[src/hw/otpbp_pkg.sv]
// Constants, field layout and types shared by the OTP mode and
// bit-program controller. Assumes a 50 MHz system clock.
package otpbp_pkg;

  // Register byte addresses on the AXI4-Lite bus.
  localparam logic [31:0] ADDR_MODE   = 32'h4000_8000;
  localparam logic [31:0] ADDR_PCTRL  = 32'h4000_8004;
  localparam logic [31:0] ADDR_STAT   = 32'h4000_8008;
  localparam logic [31:0] ADDR_RDWORD = 32'h4000_800c;

  // Reset values and writable-bit masks.
  localparam logic [31:0] MODE_RST   = 32'h0000_0000;
  localparam logic [31:0] PCTRL_RST  = 32'h0000_0000;
  localparam logic [31:0] RDWORD_RST = 32'h0000_0000;
  localparam logic [31:0] MODE_MASK  = 32'h0000_0107;
  localparam logic [31:0] PCTRL_MASK = 32'h0fff_1fff;

  // Field positions.
  localparam int MODE_MSB  = 2;
  localparam int MODE_LSB  = 0;
  localparam int FAST_BIT  = 8;
  localparam int UEN_BIT   = 27;
  localparam int UVAL_BIT  = 26;
  localparam int LEN_BIT   = 25;
  localparam int LVAL_BIT  = 24;
  localparam int USEL_BIT  = 23;
  localparam int UIDX_MSB  = 22;
  localparam int UIDX_LSB  = 20;
  localparam int LSEL_BIT  = 19;
  localparam int LIDX_MSB  = 18;
  localparam int LIDX_LSB  = 16;
  localparam int WADDR_MSB = 12;
  localparam int WADDR_LSB = 0;
  localparam int RDY_BIT   = 1;

  // Operating modes; codes above auto_program are test-only.
  typedef enum logic [2:0] {
    idle_standby = 3'h0,
    manual_read  = 3'h1,
    manual_program = 3'h2,
    auto_read    = 3'h3,
    auto_program = 3'h4
  } otpbp_mode_t;

  // Sequencer states, one-hot.
  typedef enum logic [2:0] {
    SEQ_IDLE = 3'h1,
    SEQ_READ = 3'h2,
    SEQ_PROG = 3'h4
  } otpbp_seq_t;

  // Cell timing, in ns, and derived cycle counts (rounded up).
  localparam int CLK_MHZ        = 50;
  localparam int PROG_NORMAL_NS = 10000;
  localparam int PROG_FAST_NS   = 2000;
  localparam int READ_NS        = 100;
  localparam int PROG_NORMAL_CYC = (PROG_NORMAL_NS * CLK_MHZ + 999) / 1000;
  localparam int PROG_FAST_CYC   = (PROG_FAST_NS * CLK_MHZ + 999) / 1000;
  localparam int READ_CYC        = (READ_NS * CLK_MHZ + 999) / 1000;

  // AXI response codes.
  localparam logic [1:0] RESP_OKAY   = 2'h0;
  localparam logic [1:0] RESP_SLVERR = 2'h2;

endpackage : otpbp_pkg

[src/hw/otpbp_timer.sv]
// Down-counter that times one read or program strobe to the cells.
// Assumes load is a one-cycle pulse from the sequencer.
`timescale 1ns/1ps
`default_nettype none
module otpbp_timer #(
  parameter int CNT_W = 16
) (
  // Clock and reset.
  input  wire logic             sys_clk,
  input  wire logic             reset_n,
  // Control.
  input  wire logic             load,
  input  wire logic [CNT_W-1:0] load_val,
  // Status.
  output logic                  busy,
  output logic                  done
);

  // The done compare needs at least two counter bits.
  if (CNT_W < 2) begin : g_chk_w
    $error("CNT_W must be at least 2");
  end

  logic [CNT_W-1:0] cnt_ff;
  logic [CNT_W-1:0] nxt_cnt;
  logic             done_ff;
  logic             nxt_done;

  // A load restarts the count; done fires once as it reaches zero.
  assign nxt_cnt  = load ? load_val
                  : (cnt_ff != '0) ? cnt_ff - 1'b1 : cnt_ff;
  assign nxt_done = !load && (cnt_ff == {{(CNT_W-1){1'b0}}, 1'b1});
  assign busy     = (cnt_ff != '0);
  assign done     = done_ff;

  // Counter and done flag.
  always_ff @(posedge sys_clk) begin
    if (!reset_n) begin
      cnt_ff  <= '0;
      done_ff <= 1'b0;
    end else begin
      cnt_ff  <= nxt_cnt;
      done_ff <= nxt_done;
    end
  end

endmodule : otpbp_timer
`default_nettype wire

[src/hw/otpbp_ctrl.sv]
// OTP mode select and manual bit-program control, AXI4-Lite slave.
// Assumes two 8-bit cell banks that take a strobe held for the cell
// timing and return 16 read bits each while the read strobe is high.
//
// The implementer's own choice: the AXI4-Lite register port.
`timescale 1ns/1ps
`default_nettype none
module otpbp_ctrl
  import otpbp_pkg::*;
#(
  parameter int ADDR_W   = 13,
  parameter int TIMER_W  = 16,
  parameter int PROG_CYC = PROG_NORMAL_CYC,
  parameter int FAST_CYC = PROG_FAST_CYC,
  parameter int RD_CYC   = READ_CYC
) (
  // Clock and reset.
  input  wire logic              sys_clk,
  input  wire logic              reset_n,
  // AXI4-Lite write address and data.
  input  wire logic [31:0]       s_axi_awaddr,
  input  wire logic              s_axi_awvalid,
  output logic                   s_axi_awready,
  input  wire logic [31:0]       s_axi_wdata,
  input  wire logic [3:0]        s_axi_wstrb,
  input  wire logic              s_axi_wvalid,
  output logic                   s_axi_wready,
  // AXI4-Lite write response.
  output logic [1:0]             s_axi_bresp,
  output logic                   s_axi_bvalid,
  input  wire logic              s_axi_bready,
  // AXI4-Lite read.
  input  wire logic [31:0]       s_axi_araddr,
  input  wire logic              s_axi_arvalid,
  output logic                   s_axi_arready,
  output logic [31:0]            s_axi_rdata,
  output logic [1:0]             s_axi_rresp,
  output logic                   s_axi_rvalid,
  input  wire logic              s_axi_rready,
  // Cell banks: shared address and strobes.
  output logic [ADDR_W-1:0]      mc_addr,
  output logic                   mc_rd_en,
  output logic                   mc_fast,
  // Cell banks: upper bank.
  output logic                   mc_upper_prog,
  output logic                   mc_upper_byte,
  output logic [2:0]             mc_upper_bit,
  output logic                   mc_upper_value,
  input  wire logic [15:0]       mc_upper_rdata,
  // Cell banks: lower bank.
  output logic                   mc_lower_prog,
  output logic                   mc_lower_byte,
  output logic [2:0]             mc_lower_bit,
  output logic                   mc_lower_value,
  input  wire logic [15:0]       mc_lower_rdata
);

  // Refuse settings the address field or timer cannot carry.
  if (ADDR_W != WADDR_MSB - WADDR_LSB + 1) begin : g_chk_addr
    $error("ADDR_W must match the word address field");
  end
  if (PROG_CYC < 1 || FAST_CYC < 1 || RD_CYC < 1
      || PROG_CYC >= (1 << TIMER_W) || RD_CYC >= (1 << TIMER_W)
      || FAST_CYC >= (1 << TIMER_W)) begin : g_chk_time
    $error("Cycle counts must fit the timer and be nonzero");
  end

  // Byte-lane merge, shared by both writable registers.
  function automatic logic [31:0] merge_strb(
    input logic [31:0] old_v,
    input logic [31:0] new_v,
    input logic [3:0]  strb
  );
    logic [31:0] res;
    res = old_v;
    for (int i = 0; i < 4; i++) begin
      if (strb[i]) begin
        res[i*8 +: 8] = new_v[i*8 +: 8];
      end
    end
    return res;
  endfunction : merge_strb

  // True for the two modes that run without software stepping.
  function automatic logic is_auto(input logic [2:0] m);
    return (m == auto_read) || (m == auto_program);
  endfunction : is_auto

  // Register state.
  logic [31:0]       mode_ff;
  logic [31:0]       pctrl_ff;
  logic [31:0]       rdword_ff;
  logic              aw_held_ff;
  logic              w_held_ff;
  logic [31:0]       awaddr_ff;
  logic [31:0]       wdata_ff;
  logic [3:0]        wstrb_ff;
  logic              bvalid_ff;
  logic [1:0]        bresp_ff;
  logic              rvalid_ff;
  logic [1:0]        rresp_ff;
  logic [31:0]       rdata_ff;

  // Sequencer and cell-facing state.
  otpbp_seq_t        seq_ff;
  otpbp_seq_t        nxt_seq;
  logic              auto_ff;
  logic [ADDR_W-1:0] addr_ff;
  logic              rd_en_ff;
  logic              uprog_ff;
  logic              lprog_ff;
  logic              ubyte_ff;
  logic              lbyte_ff;
  logic [2:0]        ubit_ff;
  logic [2:0]        lbit_ff;
  logic              uval_ff;
  logic              lval_ff;
  logic              fast_ff;

  // Write path decode.
  wire         do_write  = aw_held_ff && w_held_ff && !bvalid_ff;
  wire         wr_mode   = do_write && (awaddr_ff == ADDR_MODE);
  wire         wr_pctrl  = do_write && (awaddr_ff == ADDR_PCTRL);
  wire         wr_ro     = (awaddr_ff == ADDR_STAT)
                        || (awaddr_ff == ADDR_RDWORD);
  wire         wr_hit    = (awaddr_ff == ADDR_MODE)
                        || (awaddr_ff == ADDR_PCTRL) || wr_ro;
  wire [31:0]  mode_new  = merge_strb(mode_ff, wdata_ff, wstrb_ff)
                        & MODE_MASK;
  wire [31:0]  pctrl_new = merge_strb(pctrl_ff, wdata_ff, wstrb_ff)
                        & PCTRL_MASK;

  // Field views of the stored registers.
  wire [2:0]   cur_mode  = mode_ff[MODE_MSB:MODE_LSB];
  wire [2:0]   new_mode  = mode_new[MODE_MSB:MODE_LSB];
  wire         fast_sel  = mode_ff[FAST_BIT];

  // Sequence launch, from idle only. A manual mode acts on each control write; an
  // automatic mode starts once, on the mode write that selects it.
  // Test codes fall through every compare and so act as standby.
  wire seq_idle   = (seq_ff == SEQ_IDLE);
  wire man_read   = wr_pctrl && (cur_mode == manual_read);
  wire man_prog   = wr_pctrl && (cur_mode == manual_program);
  wire aut_read   = wr_mode && (new_mode == auto_read);
  wire aut_prog   = wr_mode && (new_mode == auto_program);
  wire go_read    = seq_idle && (man_read || aut_read);
  wire go_prog    = seq_idle && (man_prog || aut_prog);
  wire go_auto    = wr_mode && is_auto(new_mode);

  // Control word that the launched sequence uses: a write in the same
  // cycle is taken so the strobe never carries stale fields.
  wire [31:0] pc_use = wr_pctrl ? pctrl_new : pctrl_ff;
  wire        fast_use = wr_mode ? mode_new[FAST_BIT] : fast_sel;

  // Strobe length: fast timing shortens every programming pulse.
  wire [TIMER_W-1:0] prog_len = fast_use
                              ? TIMER_W'(FAST_CYC)
                              : TIMER_W'(PROG_CYC);
  wire [TIMER_W-1:0] load_val = go_read ? TIMER_W'(RD_CYC) : prog_len;
  wire               tmr_load = go_read || go_prog;
  wire               tmr_done;

  // Strobe timer.
  otpbp_timer #(
    .CNT_W    (TIMER_W)
  ) u_timer (
    .sys_clk  (sys_clk),
    .reset_n  (reset_n),
    .load     (tmr_load),
    .load_val (load_val),
    .busy     (),
    .done     (tmr_done)
  );

  // Sequencer next state.
  always_comb begin
    nxt_seq = seq_ff;
    case (seq_ff)
      SEQ_IDLE: begin
        if (go_read) begin
          nxt_seq = SEQ_READ;
        end else if (go_prog) begin
          nxt_seq = SEQ_PROG;
        end
      end
      SEQ_READ, SEQ_PROG: begin
        if (tmr_done) begin
          nxt_seq = SEQ_IDLE;
        end
      end
      default: nxt_seq = SEQ_IDLE;
    endcase
  end

  // The read word packs both banks, upper byte above lower.
  wire [31:0] rd_word = {mc_upper_rdata[15:8], mc_lower_rdata[15:8],
                         mc_upper_rdata[7:0],  mc_lower_rdata[7:0]};
  wire        rd_cap  = (seq_ff == SEQ_READ) && tmr_done;

  // Status: ready drops only for automatic operations.
  wire        auto_rdy = !(auto_ff && !seq_idle);
  wire [31:0] stat_val = {{(31-RDY_BIT){1'b0}}, auto_rdy,
                          {RDY_BIT{1'b0}}};

  // Read path decode.
  wire ar_take = s_axi_arvalid && !rvalid_ff;
  wire [31:0] rd_mux =
      (s_axi_araddr == ADDR_MODE)   ? mode_ff   :
      (s_axi_araddr == ADDR_PCTRL)  ? pctrl_ff  :
      (s_axi_araddr == ADDR_STAT)   ? stat_val  :
      (s_axi_araddr == ADDR_RDWORD) ? rdword_ff : 32'h0000_0000;
  wire rd_hit = (s_axi_araddr == ADDR_MODE)
             || (s_axi_araddr == ADDR_PCTRL)
             || (s_axi_araddr == ADDR_STAT)
             || (s_axi_araddr == ADDR_RDWORD);

  // Bus handshake outputs.
  assign s_axi_awready = !aw_held_ff;
  assign s_axi_wready  = !w_held_ff;
  assign s_axi_arready = !rvalid_ff;
  assign s_axi_bvalid  = bvalid_ff;
  assign s_axi_bresp   = bresp_ff;
  assign s_axi_rvalid  = rvalid_ff;
  assign s_axi_rresp   = rresp_ff;
  assign s_axi_rdata   = rdata_ff;

  // Cell-bank outputs, all from flip-flops.
  assign mc_addr        = addr_ff;
  assign mc_rd_en       = rd_en_ff;
  assign mc_fast        = fast_ff;
  assign mc_upper_prog  = uprog_ff;
  assign mc_upper_byte  = ubyte_ff;
  assign mc_upper_bit   = ubit_ff;
  assign mc_upper_value = uval_ff;
  assign mc_lower_prog  = lprog_ff;
  assign mc_lower_byte  = lbyte_ff;
  assign mc_lower_bit   = lbit_ff;
  assign mc_lower_value = lval_ff;

  // Write channel capture; address and data may come in either order.
  always_ff @(posedge sys_clk) begin
    if (!reset_n) begin
      aw_held_ff <= 1'b0;
      w_held_ff  <= 1'b0;
      awaddr_ff  <= 32'h0000_0000;
      wdata_ff   <= 32'h0000_0000;
      wstrb_ff   <= 4'h0;
    end else begin
      if (s_axi_awvalid && !aw_held_ff) begin
        aw_held_ff <= 1'b1;
        awaddr_ff  <= s_axi_awaddr;
      end else if (do_write) begin
        aw_held_ff <= 1'b0;
      end
      if (s_axi_wvalid && !w_held_ff) begin
        w_held_ff <= 1'b1;
        wdata_ff  <= s_axi_wdata;
        wstrb_ff  <= s_axi_wstrb;
      end else if (do_write) begin
        w_held_ff <= 1'b0;
      end
    end
  end

  // Write response; read-only targets are accepted and ignored.
  always_ff @(posedge sys_clk) begin
    if (!reset_n) begin
      bvalid_ff <= 1'b0;
      bresp_ff  <= RESP_OKAY;
    end else if (do_write) begin
      bvalid_ff <= 1'b1;
      bresp_ff  <= wr_hit ? RESP_OKAY : RESP_SLVERR;
    end else if (s_axi_bready) begin
      bvalid_ff <= 1'b0;
    end
  end

  // Read response; an unmapped address answers zero with an error.
  always_ff @(posedge sys_clk) begin
    if (!reset_n) begin
      rvalid_ff <= 1'b0;
      rresp_ff  <= RESP_OKAY;
      rdata_ff  <= 32'h0000_0000;
    end else if (ar_take) begin
      rvalid_ff <= 1'b1;
      rresp_ff  <= rd_hit ? RESP_OKAY : RESP_SLVERR;
      rdata_ff  <= rd_mux;
    end else if (s_axi_rready) begin
      rvalid_ff <= 1'b0;
    end
  end

  // Software registers. Mode writes are never refused, even mid
  // sequence: the order of mode changes is left to software.
  always_ff @(posedge sys_clk) begin
    if (!reset_n) begin
      mode_ff  <= MODE_RST;
      pctrl_ff <= PCTRL_RST;
    end else begin
      if (wr_mode) begin
        mode_ff <= mode_new;
      end
      if (wr_pctrl) begin
        pctrl_ff <= pctrl_new;
      end
    end
  end

  // Sequencer state, auto marker and captured read word.
  always_ff @(posedge sys_clk) begin
    if (!reset_n) begin
      seq_ff    <= SEQ_IDLE;
      auto_ff   <= 1'b0;
      rdword_ff <= RDWORD_RST;
    end else begin
      seq_ff <= nxt_seq;
      if (tmr_load) begin
        auto_ff <= go_auto;
      end
      if (rd_cap) begin
        rdword_ff <= rd_word;
      end
    end
  end

  // Cell address and bit selection, latched at launch and held.
  always_ff @(posedge sys_clk) begin
    if (!reset_n) begin
      addr_ff  <= '0;
      ubyte_ff <= 1'b0;
      lbyte_ff <= 1'b0;
      ubit_ff  <= 3'h0;
      lbit_ff  <= 3'h0;
      uval_ff  <= 1'b0;
      lval_ff  <= 1'b0;
      fast_ff  <= 1'b0;
    end else if (tmr_load) begin
      addr_ff  <= pc_use[WADDR_MSB:WADDR_LSB];
      ubyte_ff <= pc_use[USEL_BIT];
      ubit_ff  <= pc_use[UIDX_MSB:UIDX_LSB];
      lbyte_ff <= pc_use[LSEL_BIT];
      lbit_ff  <= pc_use[LIDX_MSB:LIDX_LSB];
      uval_ff  <= pc_use[UVAL_BIT];
      lval_ff  <= pc_use[LVAL_BIT];
      fast_ff  <= fast_use;
    end
  end

  // Strobes stand for the timed length; a disabled bank sees none,
  // so its cells cannot be disturbed by the other bank's pulse.
  always_ff @(posedge sys_clk) begin
    if (!reset_n) begin
      rd_en_ff <= 1'b0;
      uprog_ff <= 1'b0;
      lprog_ff <= 1'b0;
    end else if (go_read) begin
      rd_en_ff <= 1'b1;
    end else if (go_prog) begin
      uprog_ff <= pc_use[UEN_BIT];
      lprog_ff <= pc_use[LEN_BIT];
    end else if (tmr_done) begin
      rd_en_ff <= 1'b0;
      uprog_ff <= 1'b0;
      lprog_ff <= 1'b0;
    end
  end

endmodule : otpbp_ctrl
`default_nettype wire

[config.mk]
export PLATFORM = sky130hd
export DESIGN_NAME = otpbp_ctrl
export DESIGN_NICKNAME = d
export VERILOG_FILES = /design/src/hw/otpbp_pkg.sv /design/src/hw/otpbp_timer.sv /design/src/hw/otpbp_ctrl.sv
export SDC_FILE = /design/constraint.sdc
export NUM_CORES = 1
export LEC_CHECK = 0
export ABC_CLOCK_PERIOD_IN_PS = 2200
export BUFFER_PORTS_ARGS = -buffer_cell sky130_fd_sc_hd__buf_2
export CAP_MARGIN = 20
export CORE_MARGIN = 4
export CORE_UTILIZATION = 41
export DETAILED_ROUTE_END_ITERATION = 7
export PLACE_DENSITY = 0.66
export SETUP_SLACK_MARGIN = 0.5
export SLEW_MARGIN = 20
export SYNTH_ARGS = -nofsm -noshare
export SYNTH_HDL_FRONTEND = slang
export SYNTH_SLANG_ARGS = --single-unit
[constraint.sdc]
create_clock -name sys_clk -period 2.2 [get_ports sys_clk]
set_input_delay 0.11 -clock sys_clk [delete_from_list [all_inputs] [get_ports sys_clk]]
set_output_delay 0.11 -clock sys_clk [all_outputs]
set_load 0.05 [all_outputs]
==> metrics.md, run 1 <==
| Metric | Value |
|---|---|
| Antenna cells | `0` |
| HP Class | `in -> reg` |
| Die Area | `23200 µm²` |
| Slew @ Worst Pin | `0.607 ns` |
| Max-cap violations | `0` |
| Total clock sinks | `208` |
| Cells after synthesis | `951` |
| Seq/Total Area, Yosys | `48.8%` |
| Slew HR | `59.4%` |
| Max Fclk | `498 MHz` |
| Nets@finish | `1435` |
| Largest net degree at the start of global routing | `55` |
| Clk slew on worst S/H paths | `0.06 ns` |
| Ys Warns | `0` |
| CP Max Fanout | `6` |
| Critical path endpoint category | `register` |
| H-tree depth | `1` |
| Post-layout min period | `2.01 ns` |
| Row Count | `52` |
| Required @ worst endpoint | `2.58 ns` |
| Post-route ant nets | `0` |
| Final worst path period share | `91.3%` |
| Async set or reset register ratio after synthesis | `0%` |
| Worst r2r src | `wstrb_ff[0]` |
| WL/cell | `16.3 µm` |
| Top FF cell, synth | `dfxtp_1` |
| Global-route usage over all layers | `20.5%` |
| Register-to-register setup slack | `0.19 ns` |
| CTS tree | `done` |
| Worst R2R End | `mc_addr[6]` |
| Horiz. Die Dim | `152 µm` |
| Drt drc | `0` |
| Setup CP Type | `reg -> reg` |
| CP Data Arrival Time | `2.39 ns` |
| Initial antenna violation count | `0` |
| R2R cell count | `9` |
| Unrepaired setup endpoints after global routing | `true` |
| Overflow after GRT | `0` |
| #FFs+latches synth | `208` |
| PortBufs | `197` |
| Pleak | `0.00561 µW` |
| Vias per cell | `4.93` |
| Core area | `20400 µm²` |
| Fin. Hold Viols | `0` |
| Routed Wire Length | `25700 µm` |
| Yosys cell types | `58` |
| PwrDens | `783 nW/µm²` |
| Hold Path Origin | `reset_n` |
| Syn-to-layout area delta | `53.5%` |
| # IOs | `207` |
| Share of cells above drive strength 1 | `34.2%` |
| Skew final | `0.00664 ns` |
| Number of DRC markers in iteration 0 | `367` |
| Hold Crit Depth | `2` |
| Fin. max-slew vios | `0` |
| GP Congestion | `0.810` |
| Mapped cell area | `8530 µm²` |
| Hold Path Sink | `seq_ff[0]` |
| Avg Cell Area, Syn | `8.97 µm²` |
| Post-DP HPWL | `15400 µm` |
| Status | `finished, final reports clean` |
| EDFF count, synth | `0` |
| Root buffer cell | `clkbuf_16` |
| TNS Setup | `0 ns` |
| Die height | `152 µm` |
| Max clock buf depth | `3` |
| Startpoint Class | `register` |
| Clk Latency, worst-skew pair | `0.49 ns` |
| Via count | `7784` |
| Inserted Clock Buffers | `23` |
| Max VDD drop | `0.509 mV` |
| Final setup fails | `0` |
| Final Power | `10300 µW` |
| Vias in the first global route | `7805` |
| First-pass iteration count of the detailed router | `4` |
| First-pass GRT wire length | `40000 µm` |
| Initial core utilization | `41.9%` |
power breakdown:
group / internal, µW / switching [µW] / leakage [µW]
Clock: 2520 / 1520 / 0.000392
Sequential: 3980 / 213 / 0.00170
Combinational: 1100 / 923 / 0.00352
Total: 7590 / 2660 / 0.00561
worst max-delay path by stage:
stage | slack (ns) | from | to
floorplan | 0.21 | u_timer.cnt_ff[2] | u_timer.cnt_ff[10]
global placement | 0.04 | awaddr_ff[11] | mc_addr[11]
detailed placement | 0.02 | awaddr_ff[11] | mc_addr[11]
CTS | 0.16 | u_timer.cnt_ff[5] | u_timer.cnt_ff[10]
global route | 0.14 | u_timer.cnt_ff[9] | u_timer.cnt_ff[9]
finish | 0.19 | wstrb_ff[0] | mc_addr[6]
metrics by stage:
step           instance area (µm²)  hold slack, ns  setup WS [ns]  util [%]  instances
6_report                     13100          0.0485          0.192      64.3       1579
5_1_grt                      13100          0.0548          0.136      64.3       1579
4_1_cts                      12500          0.0290          0.160      61.2       1554
3_5_place_dp                 10000           0.366         0.0247      49.1       1385
3_3_place_gp                 10000           0.353         0.0434      49.1       1385
2_1_floorplan                 8730           0.247          0.207         -        952
routing by layer:
| metal | up-vias | routed length (µm) | GRT usage (%) |
|---|---|---|---|
| li1 | 3927 | - | - |
| met1 | 3641 | 11300 | 25.6 |
| met2 | 181 | 12700 | 36.6 |
| met3 | 35 | 1230 | 4.17 |
| met4 | 0 | 392 | 4.20 |
| met5 | - | 0 | 0 |
cells in the mapped netlist, types with 3 or more instances:
master    count  area (µm²)
clkbuf_1     50         188
nor4_1       11        68.8
nor4b_1       6        52.6
inv_1         8        30.0
a21oi_1       8        40.0
nor3b_1       5        37.5
and2_1       22         138
nor3_1        4        20.0
xnor2_1       8        70.1
nand3b_1      3        22.5
buf_2         9        45.0
dfxtp_1     208        4160
nand4_1       8        50.1
nand2_1     252         946
nand3_1      12        60.1
mux2i_1      50         500
nor2b_1      32         200
ha_1          3        37.5
nor2_1       23        86.3
o21ai_0      30         150
xor2_1        8        70.1
o21bai_1      3        22.5
a21boi_0    102         766
nand2b_1      4        25.0
o211a_1      27         270
a22o_1        7        61.3
and3_1        7        43.8
worst max-delay path, stage by stage, from the launching register on:
cell and delay [ns]:
dfxtp_4 0.37, mux2_4 0.34, o21ai_4 0.08, o21ai_2 0.09, o2111a_2 0.31, buf_6 0.12, buf_6 0.13, buf_12 0.12
buf_16 0.13, o211a_1 0.19
final cells by class:
| type | instances | area (µm²) |
|---|---|---|
| sequential | 208 | 4200 |
| timing repair buffer | 376 | 2910 |
| inverter | 8 | 33.8 |
| clock buffer | 30 | 642 |
| multi-input combinational | 676 | 4810 |
| fill | 1617 | 7280 |
| tap | 270 | 338 |
| clock inverter | 11 | 160 |
cell families (layout without fill, tap and decap cells):
group	after synthesis	count (layout)	share of synthesized area [%]
AOI/OAI and AO/OA	188	188	16.4
and+or+nand+nor	412	415	22.9
adders and majority gates	3	3	0.440
muxes	52	52	6.27
buffers and inverters	71	425	3.46
DFF	208	208	48.8
xor gates and xnor gates	16	16	1.64
other	1	2	0.0440
cell usage in the layout (no fill, tap or decap), types with 11 or more instances in the layout:
master	Yosys	layout
mux2i_1	50	27
buf_6	0	17
dlygate4sd3_1	0	98
o21ai_1	1	19
nand2_1	252	230
o211a_1	27	27
buf_12	0	11
a21boi_0	102	97
dfxtp_2	0	15
mux2i_4	0	18
dfxtp_1	208	188
buf_2	9	196
nor2b_1	32	29
clkbuf_16	0	23
buf_4	2	47
nor2_1	23	20
and2_1	22	22
nand2_2	2	19
registers in the layout, summed over array words and instances (netlist names), 3 cells and up:
register and count:
awaddr_ff 32, rdword_ff 32, s_axi_rdata 32, pctrl_ff 25, wdata_ff 25, u_timer.cnt_ff 16
mc_addr 13, mode_ff 4, wstrb_ff 4, mc_lower_bit 3, mc_upper_bit 3, seq_ff 3
what timing repair did:
item                                    4_1_cts  5_1_grt
cloned                                        7        2
pin swaps                                    24       35
endpoints found under the setup margin       77      106
hold buffers                                 98        0
setup buffers                                23       23
endpoints found under the hold margin        97        0
gates resized for setup                      76       94
(Power assumes the default switching activity.)
==> run 2, diff against run 1 <==
- CAP_MARGIN: 20 -> 40
- SYNTH_HIERARCHICAL: default -> 1
==> run 2 against run 1 <==
Clock skew rose by 0.0041 ns. Sequential cell count is the same. Cell count increased by 1.1%. Die area up 1.0%. Critical endpoint is now u_timer/cnt_ff[2].
==> metrics.md, run 2 <==
| Metric | Value |
|---|---|
| Status | `finished, final reports clean` |
| Slew @ Worst Pin | `0.582 ns` |
| Largest net degree at the start of global routing | `57` |
| Fillers | `1694` |
| First-pass iteration count of the detailed router | `5` |
| Ys Warns | `6` |
| Fin. Hold Viols | `0` |
| R2R cell count | `9` |
| Max-cap violations | `0` |
| Async set or reset register ratio after synthesis | `0%` |
| Max clock buf depth | `3` |
| Vias in the first global route | `7827` |
| Register Area | `4200 µm²` |
| CP cell instances | `nor4_4 > and4_4 > nand3_4 > a211oi_4 > buf_6 > nor2b_4 > buf_4 > o21ai_4 > o21ai_1` |
| Horiz. Die Dim | `153 µm` |
| EDFF count, synth | `0` |
| Top FF cell, synth | `dfxtp_1` |
| Overflow after GRT | `0` |
| Crit path depth | `9` |
| DP Worst Slack | `0.0397 ns` |
| Share of the synthesized area in the top cell type | `48.3%` |
| Number of DRC markers in iteration 0 | `439` |
| Setup CP Type | `reg -> reg` |
| Die Area | `23400 µm²` |
| First-pass GRT wire length | `40600 µm` |
| Inserted Clock Buffers | `23` |
| Startpoint Class | `register` |
| Setup ws final | `0.220 ns` |
| Unrepaired setup endpoints after global routing | `true` |
| Hold Crit Depth | `3` |
| Critical path endpoint category | `register` |
| Crit path buffers/inverters | `2` |
| PwrDens | `726 nW/µm²` |
| Core area | `20400 µm²` |
| Root buffer cell | `clkbuf_16` |
| Slowest CP cell | `dfxtp_2` |
| Seq/Total Area, Yosys | `48.3%` |
| TNS Setup | `0 ns` |
| Antenna cells | `0` |
| Commonest non-fill, non-tap cell in the layout | `nand2_1` |
| Row Count | `52` |
| Family with the most delay on the worst path | `simple AND/OR/NAND/NOR gates` |
| Multi-input gate area | `4780 µm²` |
| Die height | `153 µm` |
| # IOs | `207` |
| GP Congestion | `0.794` |
| Post-layout min period | `1.98 ns` |
| Top cells by area, synth | `dfxtp_1, nand2_1, a21boi_0, mux2i_1, nor2b_1` |
| Max VDD drop | `0.456 mV` |
| Clk slew on worst S/H paths | `0.06 ns` |
| Yosys cell types | `62` |
| Slew HR | `60.9%` |
| CTS tree | `done` |
| Vias per cell | `5.02` |
| Via count | `8010` |
| Fin. max-slew vios | `0` |
| Post-route ant nets | `0` |
| Drt drc | `0` |
| Total clock sinks | `208` |
| HP Class | `in -> reg` |
| WL/cell | `16.3 µm` |
| Routed Wire Length | `26000 µm` |
| Slowest cell delay on critical path | `0.34 ns` |
| Initial core utilization | `42.2%` |
| #FFs+latches synth | `208` |
| Final Power | `9320 µW` |
| CP Data Arrival Time | `2.36 ns` |
| CP Max Fanout | `6` |
| Mapped cell area | `8620 µm²` |
| Cell Area, Placed | `10100 µm²` |
| H-tree depth | `1` |
| Syn-to-layout area delta | `48.8%` |
| Post-DP HPWL | `15900 µm` |
| Pleak | `0.00527 µW` |
| Max Fclk | `505 MHz` |
| Share of cells above drive strength 1 | `33.2%` |
| Final worst path period share | `90.0%` |
| Required @ worst endpoint | `2.58 ns` |
| Global-route usage over all layers | `20.7%` |
| Most frequent cell after synthesis | `nand2_1` |
| Cells after synthesis | `976` |
| Area leader, netlist | `dfxtp_1` |
| Initial antenna violation count | `0` |
| Post-route cell area | `12800 µm²` |
| Final setup fails | `0` |
| PortBufs | `197` |
| Avg Cell Area, Syn | `8.83 µm²` |
| Skew final | `0.0108 ns` |
| Commonest cells after routing, fill and taps aside | `nand2_1, buf_2, dfxtp_1` |
| Synth top cells by count | `nand2_1, dfxtp_1, a21boi_0` |
| Nets@finish | `1454` |
| Clk Latency, worst-skew pair | `0.51 ns` |
run 2: changes by cell type after synthesis, sizes merged, moves of 11 or more:
cell   previous run  this run
o211a            27         1
nand2           254       229
a22oi             0        11
o21ai            31        68
a21oi             8        29
nor2b            32        44
run 2: layout make-up:
class,count,area share (%)
Multi-Input combinational cell,704,37.3
Sequential cell,208,32.8
Timing Repair Buffer,365,21.4
Clock buffer,32,5.23
Tap cell,270,2.63
Clock inverter,7,0.351
Inverter,10,0.312
Timing Repair inverter,1,0.0390
run 2: what timing repair did:
action | 4_1_cts | 5_1_grt
buffers inserted | 25 | 9
pin swaps | 32 | 16
hold endpoints to repair | 97 | 0
gates cloned | 4 | 5
setup endpoints to repair | 104 | 109
hold buffers | 98 | 0
resized for setup | 72 | 66
run 2: worst paths after layout:
kind | from | to | slack, ns
setup / recovery | awaddr_ff[26] | u_timer/cnt_ff[2] | 0.22
hold / removal | reset_n | u_timer/cnt_ff[13] | 0.08
setup reg to reg | awaddr_ff[26] | u_timer/cnt_ff[2] | 0.22
hold reg to reg | wdata_ff[20] | wdata_ff[20] | 0.46
run 2: per-layer routing:
layer / share of wire [%] / vias up / GRT usage [%] / wire length (µm)
met5: 0 / - / 0 / 0
met1: 45 / 3732 / 28.5 / 11700
met2: 47 / 243 / 33.6 / 12100
met4: 2.4 / 0 / 5.64 / 630
met3: 5.9 / 43 / 3.65 / 1530
li1: - / 3992 / - / -
run 2: cell families after synthesis:
logic type               after synthesis  synth area share [%]
other                                  2                0.0871
flip-flops                           208                  48.3
adder cells (fa/ha/maj)                2                 0.290
AND/OR/NAND/NOR                      398                  22.6
multiplexers                          55                  6.53
XOR/XNOR                               9                 0.915
buffers and inverters                 75                  3.66
AO/OA/AOI/OAI                        227                  17.6
run 2: where the power goes:
part           total (µW)  switching [µW]  internal (µW)
Sequential           4130             198           3930
Combinational        1520             780            737
Clock                3670            1550           2130
run 2: stage by stage:
stage / hold slack, ns / util (%) / cells
after global placement: 0.346 / 49.6 / 1417
after CTS: 0.0950 / 60.6 / 1583
final: 0.0825 / 62.8 / 1597
after global routing: 0.124 / 62.8 / 1597
after floorplan: 0.226 / - / 986
after detailed placement: 0.354 / 49.6 / 1417
run 2: worst min-delay path, delay by kind of cell:
family / cells / cell delay, ns
AO/OA/AOI/OAI: 2 / 0.15
buffers and inverters: 1 / 0.27
